`config.mk`:
```
export PLATFORM = sky130hd
export DESIGN_NAME = literal_and_move_instr_exec
export DESIGN_NICKNAME = d
export VERILOG_FILES = /design/src/verilog/instr_exec_pkg.sv /design/src/verilog/file_reg_array.sv /design/src/verilog/literal_and_move_instr_exec.sv
export SDC_FILE = /design/constraint.sdc
export NUM_CORES = 1
export LEC_CHECK = 0
export BUFFER_PORTS_ARGS = -buffer_cell sky130_fd_sc_hd__buf_2
export CAP_MARGIN = 30
export CORE_MARGIN = 4
export CORE_UTILIZATION = 55
export CTS_BUF_LIST = sky130_fd_sc_hd__clkbuf_16
export CTS_CLUSTER_SIZE = 12
export DETAILED_ROUTE_END_ITERATION = 6
export PLACE_DENSITY = 0.72
export SLEW_MARGIN = 20
export SYNTH_ARGS = -nofsm -noshare
export SYNTH_HDL_FRONTEND = slang
export SYNTH_SLANG_ARGS = --single-unit
```
`constraint.sdc`:
```
create_clock -name ref_clk_in -period 8.74 [get_ports ref_clk_in]
set_clock_uncertainty 0.1 [all_clocks]
set_input_delay 0.437 -clock ref_clk_in [delete_from_list [all_inputs] [get_ports ref_clk_in]]
set_output_delay 0.437 -clock ref_clk_in [all_outputs]
set_load 0.01 [all_outputs]
```
`src/verilog/instr_exec_pkg.sv`:
```
package instr_exec_pkg;

    // ------------------------------------------------------------------
    // Data path sizes
    // ------------------------------------------------------------------
    localparam int DATA_W    = 8;
    localparam int ADDR_W    = 7;
    localparam int INSTR_W   = 14;
    localparam int FILE_DEPTH = 128;

    // ------------------------------------------------------------------
    // Instruction encodings
    // ------------------------------------------------------------------
    localparam logic [1:0] CLS_LITERAL   = 2'h3;
    localparam logic [1:0] CLS_BYTE_FILE = 2'h0;
    localparam logic [3:0] OP_OR_LIT     = 4'h8;   // Bits 11:8 of the or-literal word.
    localparam logic [1:0] OP_LOAD_LIT   = 2'h0;   // Bits 11:10 of the load-literal word.
    localparam logic [3:0] OP_COPY_FILE  = 4'h8;
    localparam logic [3:0] OP_MISC       = 4'h0;   // Store and no-operation share this group.
    localparam logic [4:0] NOP_LOW_BITS  = 5'h00;

    // Instruction word split into its fields; the literal is {dest, addr}.
    typedef struct packed {
        logic [1:0]        cls;
        logic [3:0]        op;
        logic              dest;
        logic [ADDR_W-1:0] addr;
    } instr_t;

    // ------------------------------------------------------------------
    // Register map (byte addresses) and fields
    // ------------------------------------------------------------------
    localparam logic [3:0] OFS_CTRL    = 4'h0;
    localparam logic [3:0] OFS_STATUS  = 4'h4;
    localparam int CTRL_ENABLE_BIT     = 0;
    localparam int CTRL_CLR_UNSUP_BIT  = 1;
    localparam int STAT_ZERO_BIT       = 8;
    localparam int STAT_UNSUP_BIT      = 9;
    localparam logic CTRL_ENABLE_RST   = 1'b0;
    localparam logic [7:0] ACC_RST     = 8'h00;
    localparam logic [1:0] RESP_OKAY   = 2'h0;
    localparam logic [1:0] RESP_SLVERR = 2'h2;

    // AXI write channel progress.
    typedef enum logic [1:0] {
        WR_COLLECT = 2'b01,
        WR_RESP    = 2'b10
    } wr_state_t;

endpackage : instr_exec_pkg

```
`src/verilog/file_reg_array.sv`:
```
`timescale 1ns/1ns
module file_reg_array #(
    parameter int WIDTH = 8,
    parameter int DEPTH = 128,
    parameter int AW    = 7
) (
    // Clock and reset
    input  wire logic             ref_clk_in,
    input  wire logic             rst_n_in,
    // Write port
    input  wire logic             wr_en_in,
    input  wire logic [AW-1:0]    wr_addr_in,
    input  wire logic [WIDTH-1:0] wr_data_in,
    // Read port, data one cycle after the address
    input  wire logic [AW-1:0]    rd_addr_in,
    output logic      [WIDTH-1:0] rd_data_out
);
    logic [WIDTH-1:0] mem [DEPTH];

    // ------------------------------------------------------------------
    // Storage
    // ------------------------------------------------------------------
    // A read of a word written on the same edge returns the old value; the caller forwards.
    always_ff @(posedge ref_clk_in) begin
        if (wr_en_in) begin
            mem[wr_addr_in] <= wr_data_in;
        end
    end

    // Registered read data.
    always_ff @(posedge ref_clk_in or negedge rst_n_in) begin
        if (!rst_n_in) begin
            rd_data_out <= '0;
        end else begin
            rd_data_out <= mem[rd_addr_in];
        end
    end
endmodule : file_reg_array

```
`src/verilog/literal_and_move_instr_exec.sv`:
```
// Decided for this implementation: the register addresses and the AXI4-Lite register port.
`timescale 1ns/1ns
// Summary of operation
// RULE1: Or-literal ORs the low byte into the accumulator, sets zero flag, one cycle.
// RULE2: Load-literal puts the low byte in the accumulator; flags untouched, don't-cares ignored.
// RULE3: Copy-file-register reads the addressed register and routes it by destination bit.
// RULE4: Copy with destination bit 0 writes the value into the accumulator.
// RULE5: Copy with destination bit 1 writes it back to the register; accumulator kept.
// RULE6: Copy updates the zero flag from the moved value for either destination.
// RULE7: Store writes the accumulator into the addressed register; flags and accumulator kept.
// RULE8: No-operation changes nothing and only advances the program counter.
module literal_and_move_instr_exec
    import instr_exec_pkg::*;
(
    // Clock and reset
    input  wire logic                         ref_clk_in,
    input  wire logic                         rst_n_in,
    // Instruction stream
    input  wire instr_exec_pkg::instr_t       instr_in,
    input  wire logic                         instr_valid_in,
    output logic                              instr_ready_out,
    // Core state
    output logic [instr_exec_pkg::DATA_W-1:0] acc_out,
    output logic                              zero_flag_out,
    output logic                              pc_advance_out,
    // AXI4-Lite slave
    input  wire logic [3:0]                   s_axi_awaddr,
    input  wire logic                         s_axi_awvalid,
    output logic                              s_axi_awready,
    input  wire logic [31:0]                  s_axi_wdata,
    input  wire logic [3:0]                   s_axi_wstrb,
    input  wire logic                         s_axi_wvalid,
    output logic                              s_axi_wready,
    output logic [1:0]                        s_axi_bresp,
    output logic                              s_axi_bvalid,
    input  wire logic                         s_axi_bready,
    input  wire logic [3:0]                   s_axi_araddr,
    input  wire logic                         s_axi_arvalid,
    output logic                              s_axi_arready,
    output logic [31:0]                       s_axi_rdata,
    output logic [1:0]                        s_axi_rresp,
    output logic                              s_axi_rvalid,
    input  wire logic                         s_axi_rready
);
    import instr_exec_pkg::*;

    // ------------------------------------------------------------------
    // Declarations
    // ------------------------------------------------------------------
    logic              ex_v_r, ex_v_nxt;
    instr_t            ex_i_r, ex_i_nxt;
    logic [DATA_W-1:0] acc_r, acc_nxt;
    logic              zero_r, zero_nxt;
    logic              adv_r, adv_nxt;
    logic              unsup_r, unsup_nxt;
    logic              fw_v_r, fw_v_nxt;
    logic [ADDR_W-1:0] fw_a_r, fw_a_nxt;
    logic [DATA_W-1:0] fw_d_r, fw_d_nxt;
    logic              en_r, en_nxt;
    logic [DATA_W-1:0] rd_data, fval, lit;
    logic              wr_en;
    logic [DATA_W-1:0] wr_data;
    logic              is_or, is_load, is_copy, is_store, is_nop;
    wr_state_t         ws_r, ws_nxt;
    logic              aw_got_r, aw_got_nxt, w_got_r, w_got_nxt;
    logic [3:0]        awa_r, awa_nxt;
    logic [31:0]       wd_r, wd_nxt;
    logic              ws_b0_r, ws_b0_nxt;
    logic [1:0]        bresp_r, bresp_nxt;
    logic              rv_r, rv_nxt;
    logic [31:0]       rd_r, rd_nxt;
    logic [1:0]        rresp_r, rresp_nxt;
    logic              clr_unsup;

    // ------------------------------------------------------------------
    // File register array
    // ------------------------------------------------------------------
    file_reg_array #(.WIDTH(DATA_W), .DEPTH(FILE_DEPTH), .AW(ADDR_W)) u_files (
        .ref_clk_in  (ref_clk_in),
        .rst_n_in    (rst_n_in),
        .wr_en_in    (wr_en),
        .wr_addr_in  (ex_i_r.addr),
        .wr_data_in  (wr_data),
        .rd_addr_in  (instr_in.addr),
        .rd_data_out (rd_data)
    );

    // ------------------------------------------------------------------
    // Decode of the executing word
    // ------------------------------------------------------------------
    // The array answers a cycle late, so a write made on the issue edge is forwarded.
    assign instr_ready_out = en_r;
    assign lit      = {ex_i_r.dest, ex_i_r.addr};
    assign fval     = (fw_v_r && fw_a_r == ex_i_r.addr) ? fw_d_r : rd_data;
    assign is_or    = ex_v_r && ex_i_r.cls == CLS_LITERAL && ex_i_r.op == OP_OR_LIT;            // [RULE1]
    assign is_load  = ex_v_r && ex_i_r.cls == CLS_LITERAL && ex_i_r.op[3:2] == OP_LOAD_LIT;     // [RULE2]
    assign is_copy  = ex_v_r && ex_i_r.cls == CLS_BYTE_FILE && ex_i_r.op == OP_COPY_FILE;       // [RULE3]
    assign is_store = ex_v_r && ex_i_r.cls == CLS_BYTE_FILE && ex_i_r.op == OP_MISC && ex_i_r.dest; // [RULE7]
    assign is_nop   = ex_v_r && ex_i_r.cls == CLS_BYTE_FILE && ex_i_r.op == OP_MISC && !ex_i_r.dest
                      && ex_i_r.addr[4:0] == NOP_LOW_BITS;                                      // [RULE8]
    assign wr_en    = is_store || (is_copy && ex_i_r.dest);                                     // [RULE5]
    assign wr_data  = is_store ? acc_r : fval;                                                  // [RULE7]

    // ------------------------------------------------------------------
    // Execute next state
    // ------------------------------------------------------------------
    // Words outside this slice retire as no-operations and raise a sticky flag.
    always_comb begin
        ex_v_nxt  = instr_valid_in && en_r;
        ex_i_nxt  = instr_in;
        acc_nxt   = acc_r;
        zero_nxt  = zero_r;
        adv_nxt   = ex_v_r;                                                  // [RULE8]
        fw_v_nxt  = wr_en;
        fw_a_nxt  = ex_i_r.addr;
        fw_d_nxt  = wr_data;
        unsup_nxt = unsup_r && !clr_unsup;
        if (is_or) begin
            acc_nxt  = acc_r | lit;                                          // [RULE1]
            zero_nxt = (acc_r | lit) == '0;                                  // [RULE1]
        end else if (is_load) begin
            acc_nxt  = lit;                                                  // [RULE2]
        end else if (is_copy) begin
            if (!ex_i_r.dest) begin
                acc_nxt = fval;                                              // [RULE4]
            end
            zero_nxt = fval == '0;                                           // [RULE6]
        end else if (ex_v_r && !is_store && !is_nop) begin
            unsup_nxt = 1'b1;   // Set wins over a clear in the same cycle.
        end
    end

    always_ff @(posedge ref_clk_in or negedge rst_n_in) begin
        if (!rst_n_in) begin
            ex_v_r  <= 1'b0;
            ex_i_r  <= '0;
            acc_r   <= ACC_RST;
            zero_r  <= 1'b0;
            adv_r   <= 1'b0;
            fw_v_r  <= 1'b0;
            fw_a_r  <= '0;
            fw_d_r  <= '0;
            unsup_r <= 1'b0;
        end else begin
            ex_v_r  <= ex_v_nxt;
            ex_i_r  <= ex_i_nxt;
            acc_r   <= acc_nxt;
            zero_r  <= zero_nxt;
            adv_r   <= adv_nxt;
            fw_v_r  <= fw_v_nxt;
            fw_a_r  <= fw_a_nxt;
            fw_d_r  <= fw_d_nxt;
            unsup_r <= unsup_nxt;
        end
    end

    assign acc_out        = acc_r;
    assign zero_flag_out  = zero_r;
    assign pc_advance_out = adv_r;

    // ------------------------------------------------------------------
    // AXI4-Lite slave
    // ------------------------------------------------------------------
    // Address and data are collected in either order; the write lands when both are in.
    always_comb begin
        logic aw_now, w_now;
        aw_now     = 1'b0;
        w_now      = 1'b0;
        ws_nxt     = ws_r;
        aw_got_nxt = aw_got_r;
        w_got_nxt  = w_got_r;
        awa_nxt    = awa_r;
        wd_nxt     = wd_r;
        ws_b0_nxt  = ws_b0_r;
        bresp_nxt  = bresp_r;
        en_nxt     = en_r;
        clr_unsup  = 1'b0;
        unique case (ws_r)
            WR_COLLECT: begin
                aw_now = aw_got_r || s_axi_awvalid;
                w_now  = w_got_r || s_axi_wvalid;
                if (s_axi_awvalid && !aw_got_r) begin
                    aw_got_nxt = 1'b1;
                    awa_nxt    = s_axi_awaddr;
                end
                if (s_axi_wvalid && !w_got_r) begin
                    w_got_nxt = 1'b1;
                    wd_nxt    = s_axi_wdata;
                    ws_b0_nxt = s_axi_wstrb[0];
                end
                if (aw_now && w_now) begin
                    ws_nxt     = WR_RESP;
                    aw_got_nxt = 1'b0;
                    w_got_nxt  = 1'b0;
                    bresp_nxt  = RESP_SLVERR;
                    if (awa_nxt == OFS_CTRL) begin
                        bresp_nxt = RESP_OKAY;
                        if (ws_b0_nxt) begin
                            en_nxt    = wd_nxt[CTRL_ENABLE_BIT];
                            clr_unsup = wd_nxt[CTRL_CLR_UNSUP_BIT];
                        end
                    end else if (awa_nxt == OFS_STATUS) begin
                        bresp_nxt = RESP_OKAY;  // Status is read-only; writes are dropped.
                    end
                end
            end
            WR_RESP: begin
                if (s_axi_bready) begin
                    ws_nxt = WR_COLLECT;
                end
            end
        endcase
        rv_nxt    = rv_r && !s_axi_rready;
        rd_nxt    = rd_r;
        rresp_nxt = rresp_r;
        if (!rv_r && s_axi_arvalid) begin
            rv_nxt    = 1'b1;
            rd_nxt    = '0;
            rresp_nxt = RESP_OKAY;
            if (s_axi_araddr == OFS_CTRL) begin
                rd_nxt[CTRL_ENABLE_BIT] = en_r;
            end else if (s_axi_araddr == OFS_STATUS) begin
                rd_nxt[DATA_W-1:0]     = acc_r;
                rd_nxt[STAT_ZERO_BIT]  = zero_r;
                rd_nxt[STAT_UNSUP_BIT] = unsup_r;
            end else begin
                rresp_nxt = RESP_SLVERR;
            end
        end
    end

    always_ff @(posedge ref_clk_in or negedge rst_n_in) begin
        if (!rst_n_in) begin
            ws_r     <= WR_COLLECT;
            aw_got_r <= 1'b0;
            w_got_r  <= 1'b0;
            awa_r    <= '0;
            wd_r     <= '0;
            ws_b0_r  <= 1'b0;
            bresp_r  <= RESP_OKAY;
            en_r     <= CTRL_ENABLE_RST;
            rv_r     <= 1'b0;
            rd_r     <= '0;
            rresp_r  <= RESP_OKAY;
        end else begin
            ws_r     <= ws_nxt;
            aw_got_r <= aw_got_nxt;
            w_got_r  <= w_got_nxt;
            awa_r    <= awa_nxt;
            wd_r     <= wd_nxt;
            ws_b0_r  <= ws_b0_nxt;
            bresp_r  <= bresp_nxt;
            en_r     <= en_nxt;
            rv_r     <= rv_nxt;
            rd_r     <= rd_nxt;
            rresp_r  <= rresp_nxt;
        end
    end

    assign s_axi_awready = ws_r == WR_COLLECT && !aw_got_r;
    assign s_axi_wready  = ws_r == WR_COLLECT && !w_got_r;
    assign s_axi_bvalid  = ws_r == WR_RESP;
    assign s_axi_bresp   = bresp_r;
    assign s_axi_arready = !rv_r;
    assign s_axi_rvalid  = rv_r;
    assign s_axi_rdata   = rd_r;
    assign s_axi_rresp   = rresp_r;
endmodule : literal_and_move_instr_exec

```
* After elaboration in Yosys (flattened, before gate mapping)
Memory sizes are Yosys's and may differ from the RTL's. A register that Yosys moved wholly into a read port is not among the register bits.
Index checks and enable logic that the tools add are counted.
** Word-level totals
- Memories :: 1
- Word-level logic and storage cells :: 128
- Register bits after elaboration :: 69
- RAM bits :: 1024
** Operators by class
- Equality and inequality tests :: 11
- Bitwise logic cells :: 1
- Reductions and logical operators :: 53
- Multiplexer cells :: 39
** Memory list
- u_files.mem :: words 128, width 8, rd ports 1, clocked after Yosys merged registers in 1, write ports 1, RTL line file_reg_array.sv:18 : logic [WIDTH-1:0] mem [DEPTH];
** Operator list (count)
- $mux W8 :: 6
- $logic_and A1 B1 Y1 :: 22
- $mux W1 :: 21
- $logic_not A8 Y1 :: 2
- $mux W2 :: 7
- $logic_not A4 Y1 :: 3
- $reduce_and A2 Y1 :: 6
- $mux W10 :: 1
- $logic_not A1 Y1 :: 9
- $mux W9 :: 1
- $eq A4 B3 Y1 const B :: 2
- $mux W4 :: 2
- $or A8 B8 Y8 :: 1
- $eq A7 B7 Y1 :: 1
- $reduce_bool A2 Y1 :: 3
- $logic_not A5 Y1 :: 1
- $eq A2 B2 Y1 const B :: 2
- $eq A4 B4 Y1 const B :: 1
- $logic_not A2 Y1 :: 2
- $ne A2 B2 Y1 const B :: 2
- $pmux W2 S2 :: 1
- $reduce_and A4 Y1 :: 1
- $logic_or A1 B1 Y1 :: 3
- $ne A3 B1 Y1 const B :: 1
- other kinds (3) :: 3

* Longest topological paths before layout
- Word-level depth :: 14
- Gate-level depth with buffers :: 8
- Mapped depth without buffers :: 6

* Hierarchy
From an unflattened synthesis, not the netlist that was laid out.
** Second synthesis, totals
- Cells, all modules :: 1943
- Area, all modules :: 42946.2 um^2
** Modules (own cells, without submodules)
- file_reg_array :: cells each 1635, area an instance 39701.8 um^2, seq. area each 30949.7 um^2, times used 1
- literal_and_move_instr_exec :: cells each 308, area an instance 3244.4 um^2, seq. area each 1677.9 um^2, times used 1

* Worst setup path after synthesis
OpenSTA, ideal clock, no wires.
- Kind :: reg2reg
- From :: reg ex_i_r[12] (netlist name)
- To :: mem u_files.mem[0][3], data pin
- Required time :: 7.713 ns
- Arrival time :: 5.369 ns
- Clock period less this slack :: 6.396 ns
- Buffers on the path :: 2
- Slack :: 2.344 ns
- Stages on the path, launching flop included :: 7
- Cell sequence :: dfrtp_1 > clkbuf_1 > nor4_1 > and3_1 > nor2b_1 > clkbuf_1 > mux2i_1
** On the way
- Cells in the longest elaborated chain, start to end :: 5
** Ends and longest elaborated chain
- start, declared :: RTL line literal_and_move_instr_exec.sv:51 : instr_t ex_i_r, ex_i_nxt;
- start signal, assigned :: RTL line literal_and_move_instr_exec.sv:146 : ex_i_r <= ex_i_nxt;
- $logic_not A2 Y1 :: RTL line literal_and_move_instr_exec.sv:98 : assign is_store = ex_v_r && ex_i_r.cls == CLS_BYTE_FILE && ex_i_r.op == OP_MISC && ex_i_r.dest;
- $logic_and A1 B1 Y1 (3 in series) :: RTL line literal_and_move_instr_exec.sv:98
- $mux W8 :: RTL line literal_and_move_instr_exec.sv:102 : assign wr_data = is_store ? acc_r : fval;
- net fw_d_nxt[3] :: RTL line literal_and_move_instr_exec.sv:58 : logic [DATA_W-1:0] fw_d_r, fw_d_nxt;
- end, declared :: RTL line file_reg_array.sv:18
The timed path passes the listed nets, and every way through them passes these cells.

* Final worst setup path
- From :: reg ex_i_r, in the netlist fw_a_nxt[2]
- To :: mem u_files.mem[109][0], data pin
** On the way
- Cells in the longest elaborated chain, start to end :: 4
** Ends and longest elaborated chain
- $eq A7 B7 Y1 :: RTL line literal_and_move_instr_exec.sv:94 : assign fval = (fw_v_r && fw_a_r == ex_i_r.addr) ? fw_d_r : rd_data;
- $logic_and A1 B1 Y1 :: RTL line literal_and_move_instr_exec.sv:94
- $mux W8 :: RTL line literal_and_move_instr_exec.sv:94
- $mux W8 :: RTL line literal_and_move_instr_exec.sv:102
- net fw_d_nxt[0] :: RTL line literal_and_move_instr_exec.sv:58
The timed path passes the listed nets, and every way through them passes these cells.

==> key figures <==
Floorplan
  • Area of the core: 76,500 µm²
  • DIE WIDTH: 287 µm
  • Rows: 101
  • Top-level I/O count: 118
  • Vert. Die Dim: 287 µm
  • Initial core utilization: 0.559
  • Die outline area: 82,200 µm²

Synth
  • YS warnings: 0
  • Cells after synthesis: 1,908
  • Cell area after synthesis: 42,700 µm²
  • Synth Register Bits: 1,099
  • Fraction of registers with async set/reset: 0.0682
  • Top FF cell, synth: edfxtp_1
  • Largest family of logic cells by synthesized area: multiplexers
  • Post-synth EDFFs: 1,024
  • Multiplexer area fraction after synthesis: 0.187
  • Compound-Gate Fraction of Synth Area: 0.00843
  • Post-Synth Simple-Gate Area: 0.0242
  • Syn Area/Cell: 22.4 µm²
  • Post-synthesis adder-cell area fraction: 0
  • Register area share after synthesis: 0.764
  • Netlist cell types: 43
  • Xor-xnor portion of the synthesized cell area: 0.00144

Global route
  • Vias in the first global route: 20.0k
  • Largest net degree at the start of global routing: 110
  • Grt total ovfl: 0
  • Antenna violations before repair: 3
  • First-pass GRT wire length: 136,000 µm
  • Total track usage: 0.225

CTS
  • Root Buffer: clkbuf_16
  • Clock buffer count from CTS: 106
  • Clk Latency, worst-skew pair: 0.66 ns
  • Clock transition at the registers of the reported paths: 0.06 ns
  • Clk sinks: 1,099
  • Clock Path Buffers: 3
  • Post-CTS Setup Bufs: 0
  • CTS tree: done
  • H-tree levels: 3

STA
  • Setup_tns: 0 ns
  • Final setup fails: 0
  • RSZ-0062 raised after global routing: no
  • Min Clock Period, post-route: 4.21 ns
  • Measured slew at the worst slew-check pin: 1.00 ns
  • Maximum operating frequency: 237 MHz
  • Final Cycle Share: 0.482
  • Worst slew margin: 0.329
  • Final hold vios: 0
  • Pins Over Slew Limit: 0

Drt
  • Initial DRC Count: 2,436
  • Met2 wire len: 45,100 µm
  • TritonRoute pass-1 iters: 5
  • Post-Route WL: 92,100 µm
  • M1 wire length: 36,500 µm
  • Top sig layer: met5
  • Post-route ant nets: 0
  • # DRC: 0
  • Post-DR wirelength/cell: 29.3 µm
  • DR vias/cell: 6.40
  • WL met3: 8220 µm
  • Via count: 20.1k

Flow run
  • Max-Cap Viols: 0

Worst hold path
  • Worst min path class: in -> reg

Final layout
  • Number of fill cells in the layout: 4,965
  • Most common cell after layout, fill and taps aside: edfxtp_1
  • Area Growth Syn to Fin: 12.1%
  • Post-Layout Inst Area: 47,900 µm²
  • Commonest cells after routing, fill and taps aside: edfxtp_1, mux4_2, nor2_1, clkbuf_16, dfrtp_1
  • Nets@finish: 2,118
  • Post-route insts no fill: 3,140
  • Proportion of layout cells with a drive suffix above 1: 0.283

Pwr
  • Pwr/cell area: 228 nW/µm²
  • Power, Total: 10,900 µW
  • Static Leak: 0.0153 µW
  • Maximum VDD drop: 0.146 mV

Outcome
  • Status: finished, final reports clean

Critical path
  • Worst Path Required: 9.08 ns
  • Largest fanout on the critical path: 64
  • Critical path launch point type: register
  • CP Capture Type: register
  • Worst Path Class, Setup: reg -> reg
  • CP Data Arrival Time: 4.55 ns

Placement
  • Final Wtd Congestion: 0.854
  • Count of input and output buffers: 60
  • Final HPWL DP: 53,500 µm
  • Cell Area, Placed: 44,200 µm²
  • Placed cells: 2,926
-- sequential cells by signal, indices dropped and copies added, names as in the netlist, 4 cells and up --
signal               count
u_files.rd_data_out      8
u_files.mem           1024
fw_a_nxt                 7
awa_r                    4
s_axi_rdata             10
ex_i_r                   7
acc_out                  8
fw_a_r                   7
fw_d_r                   8
-- critical path: stages, from the launching register on --
cell,delay [ns]
dfrtp_1,0.83
xnor2_1,0.20
nand4_1,0.13
nor2_1,0.79
mux2i_1,0.29
mux2i_4,0.75
buf_4,0.51
buf_16,0.29
-- repair_timing --
action | CTS | global route
hold endpoints to repair | 99 | 0
gates resized for setup | 0 | 0
endpoints found under the setup margin | 0 | 0
hold buffers | 23 | 0
-- logic make-up after synthesis --
logic type,count (synthesis)
xor gates and xnor gates,7
DFF,1099
other,1
buffers and inverters,137
muxes,374
and+or+nand+nor,236
AOI/OAI and AO/OA,54
-- metrics by stage --
step / utilization / hold WS, ns / worst slack (ns)
floorplan: - / 0.0414 / 2.34
global placement: 0.577 / 0.278 / 4.07
detailed placement: 0.578 / 0.280 / 4.24
CTS: 0.620 / 0.000408 / 4.23
global route: 0.627 / 0.0334 / 4.32
finish: 0.627 / 0.0562 / 4.53
-- power breakdown --
part,switching [µW],total (µW),internal (µW)
sequential,47.5,6060,6010
combinational,543,862,319
clock,1810,4030,2220
-- synth_stat cells (all sizes together), types with 2 or more instances --
cell,instances,share of area
o21a,8,0.0014
o21ai,8,0.00094
edfxtp,1024,0.72
nand3,14,0.0016
nor2b,10,0.0015
nand2,22,0.0019
nor2,155,0.014
nand4,5,0.00073
dfrtp,74,0.043
a22o,9,0.0018
inv,12,0.0011
a21oi,13,0.0015
mux2,16,0.0042
nor3,4,0.00047
clkbuf,60,0.0053
nor4,7,0.0010
a21boi,2,0.00035
o22ai,9,0.0013
nand4b,3,0.00062
nand3b,4,0.00070
or3,2,0.00029
xnor2,7,0.0014
or4,2,0.00035
nand2b,3,0.00044
mux2i,22,0.0052
buf,65,0.0093
mux4,336,0.18
-- final timing paths --
kind,startpoint,endpoint,slack (ns),cells after the start
worst max-delay path,fw_a_nxt[2],u_files.mem[109][0],4.53,7
worst min-delay path,instr_in[6],fw_a_nxt[6],0.06,1
worst max register to register,fw_a_nxt[2],u_files.mem[109][0],4.53,7
worst min register to register,adv_nxt,pc_advance_out,0.30,0
max in group asynchronous,rst_n_in,fw_a_r[2],7.81,4
min in group asynchronous,rst_n_in,awa_r[3],0.16,3
-- layout make-up --
class / count / area, µm² / share of cell area
clock inverters: 58 / 304 / 0.00635
well taps: 1030 / 1290 / 0.0269
clock buffers: 107 / 2680 / 0.0559
inverters: 12 / 45.0 / 0.000940
diodes: 1 / 2.50 / 0.0000522
flip-flops and latches: 1099 / 32600 / 0.681
multi-input cells: 695 / 9610 / 0.201
repair buffers: 138 / 1350 / 0.0282
-- routing by layer --
metal / vias to the layer above / track usage
li1: 8199 / -
met1: 10800 / 0.329
met2: 1004 / 0.353
met3: 147 / 0.0473
met4: 2 / 0.0632
met5: - / 0
Note: power is estimated with default switching activity, not from simulation.
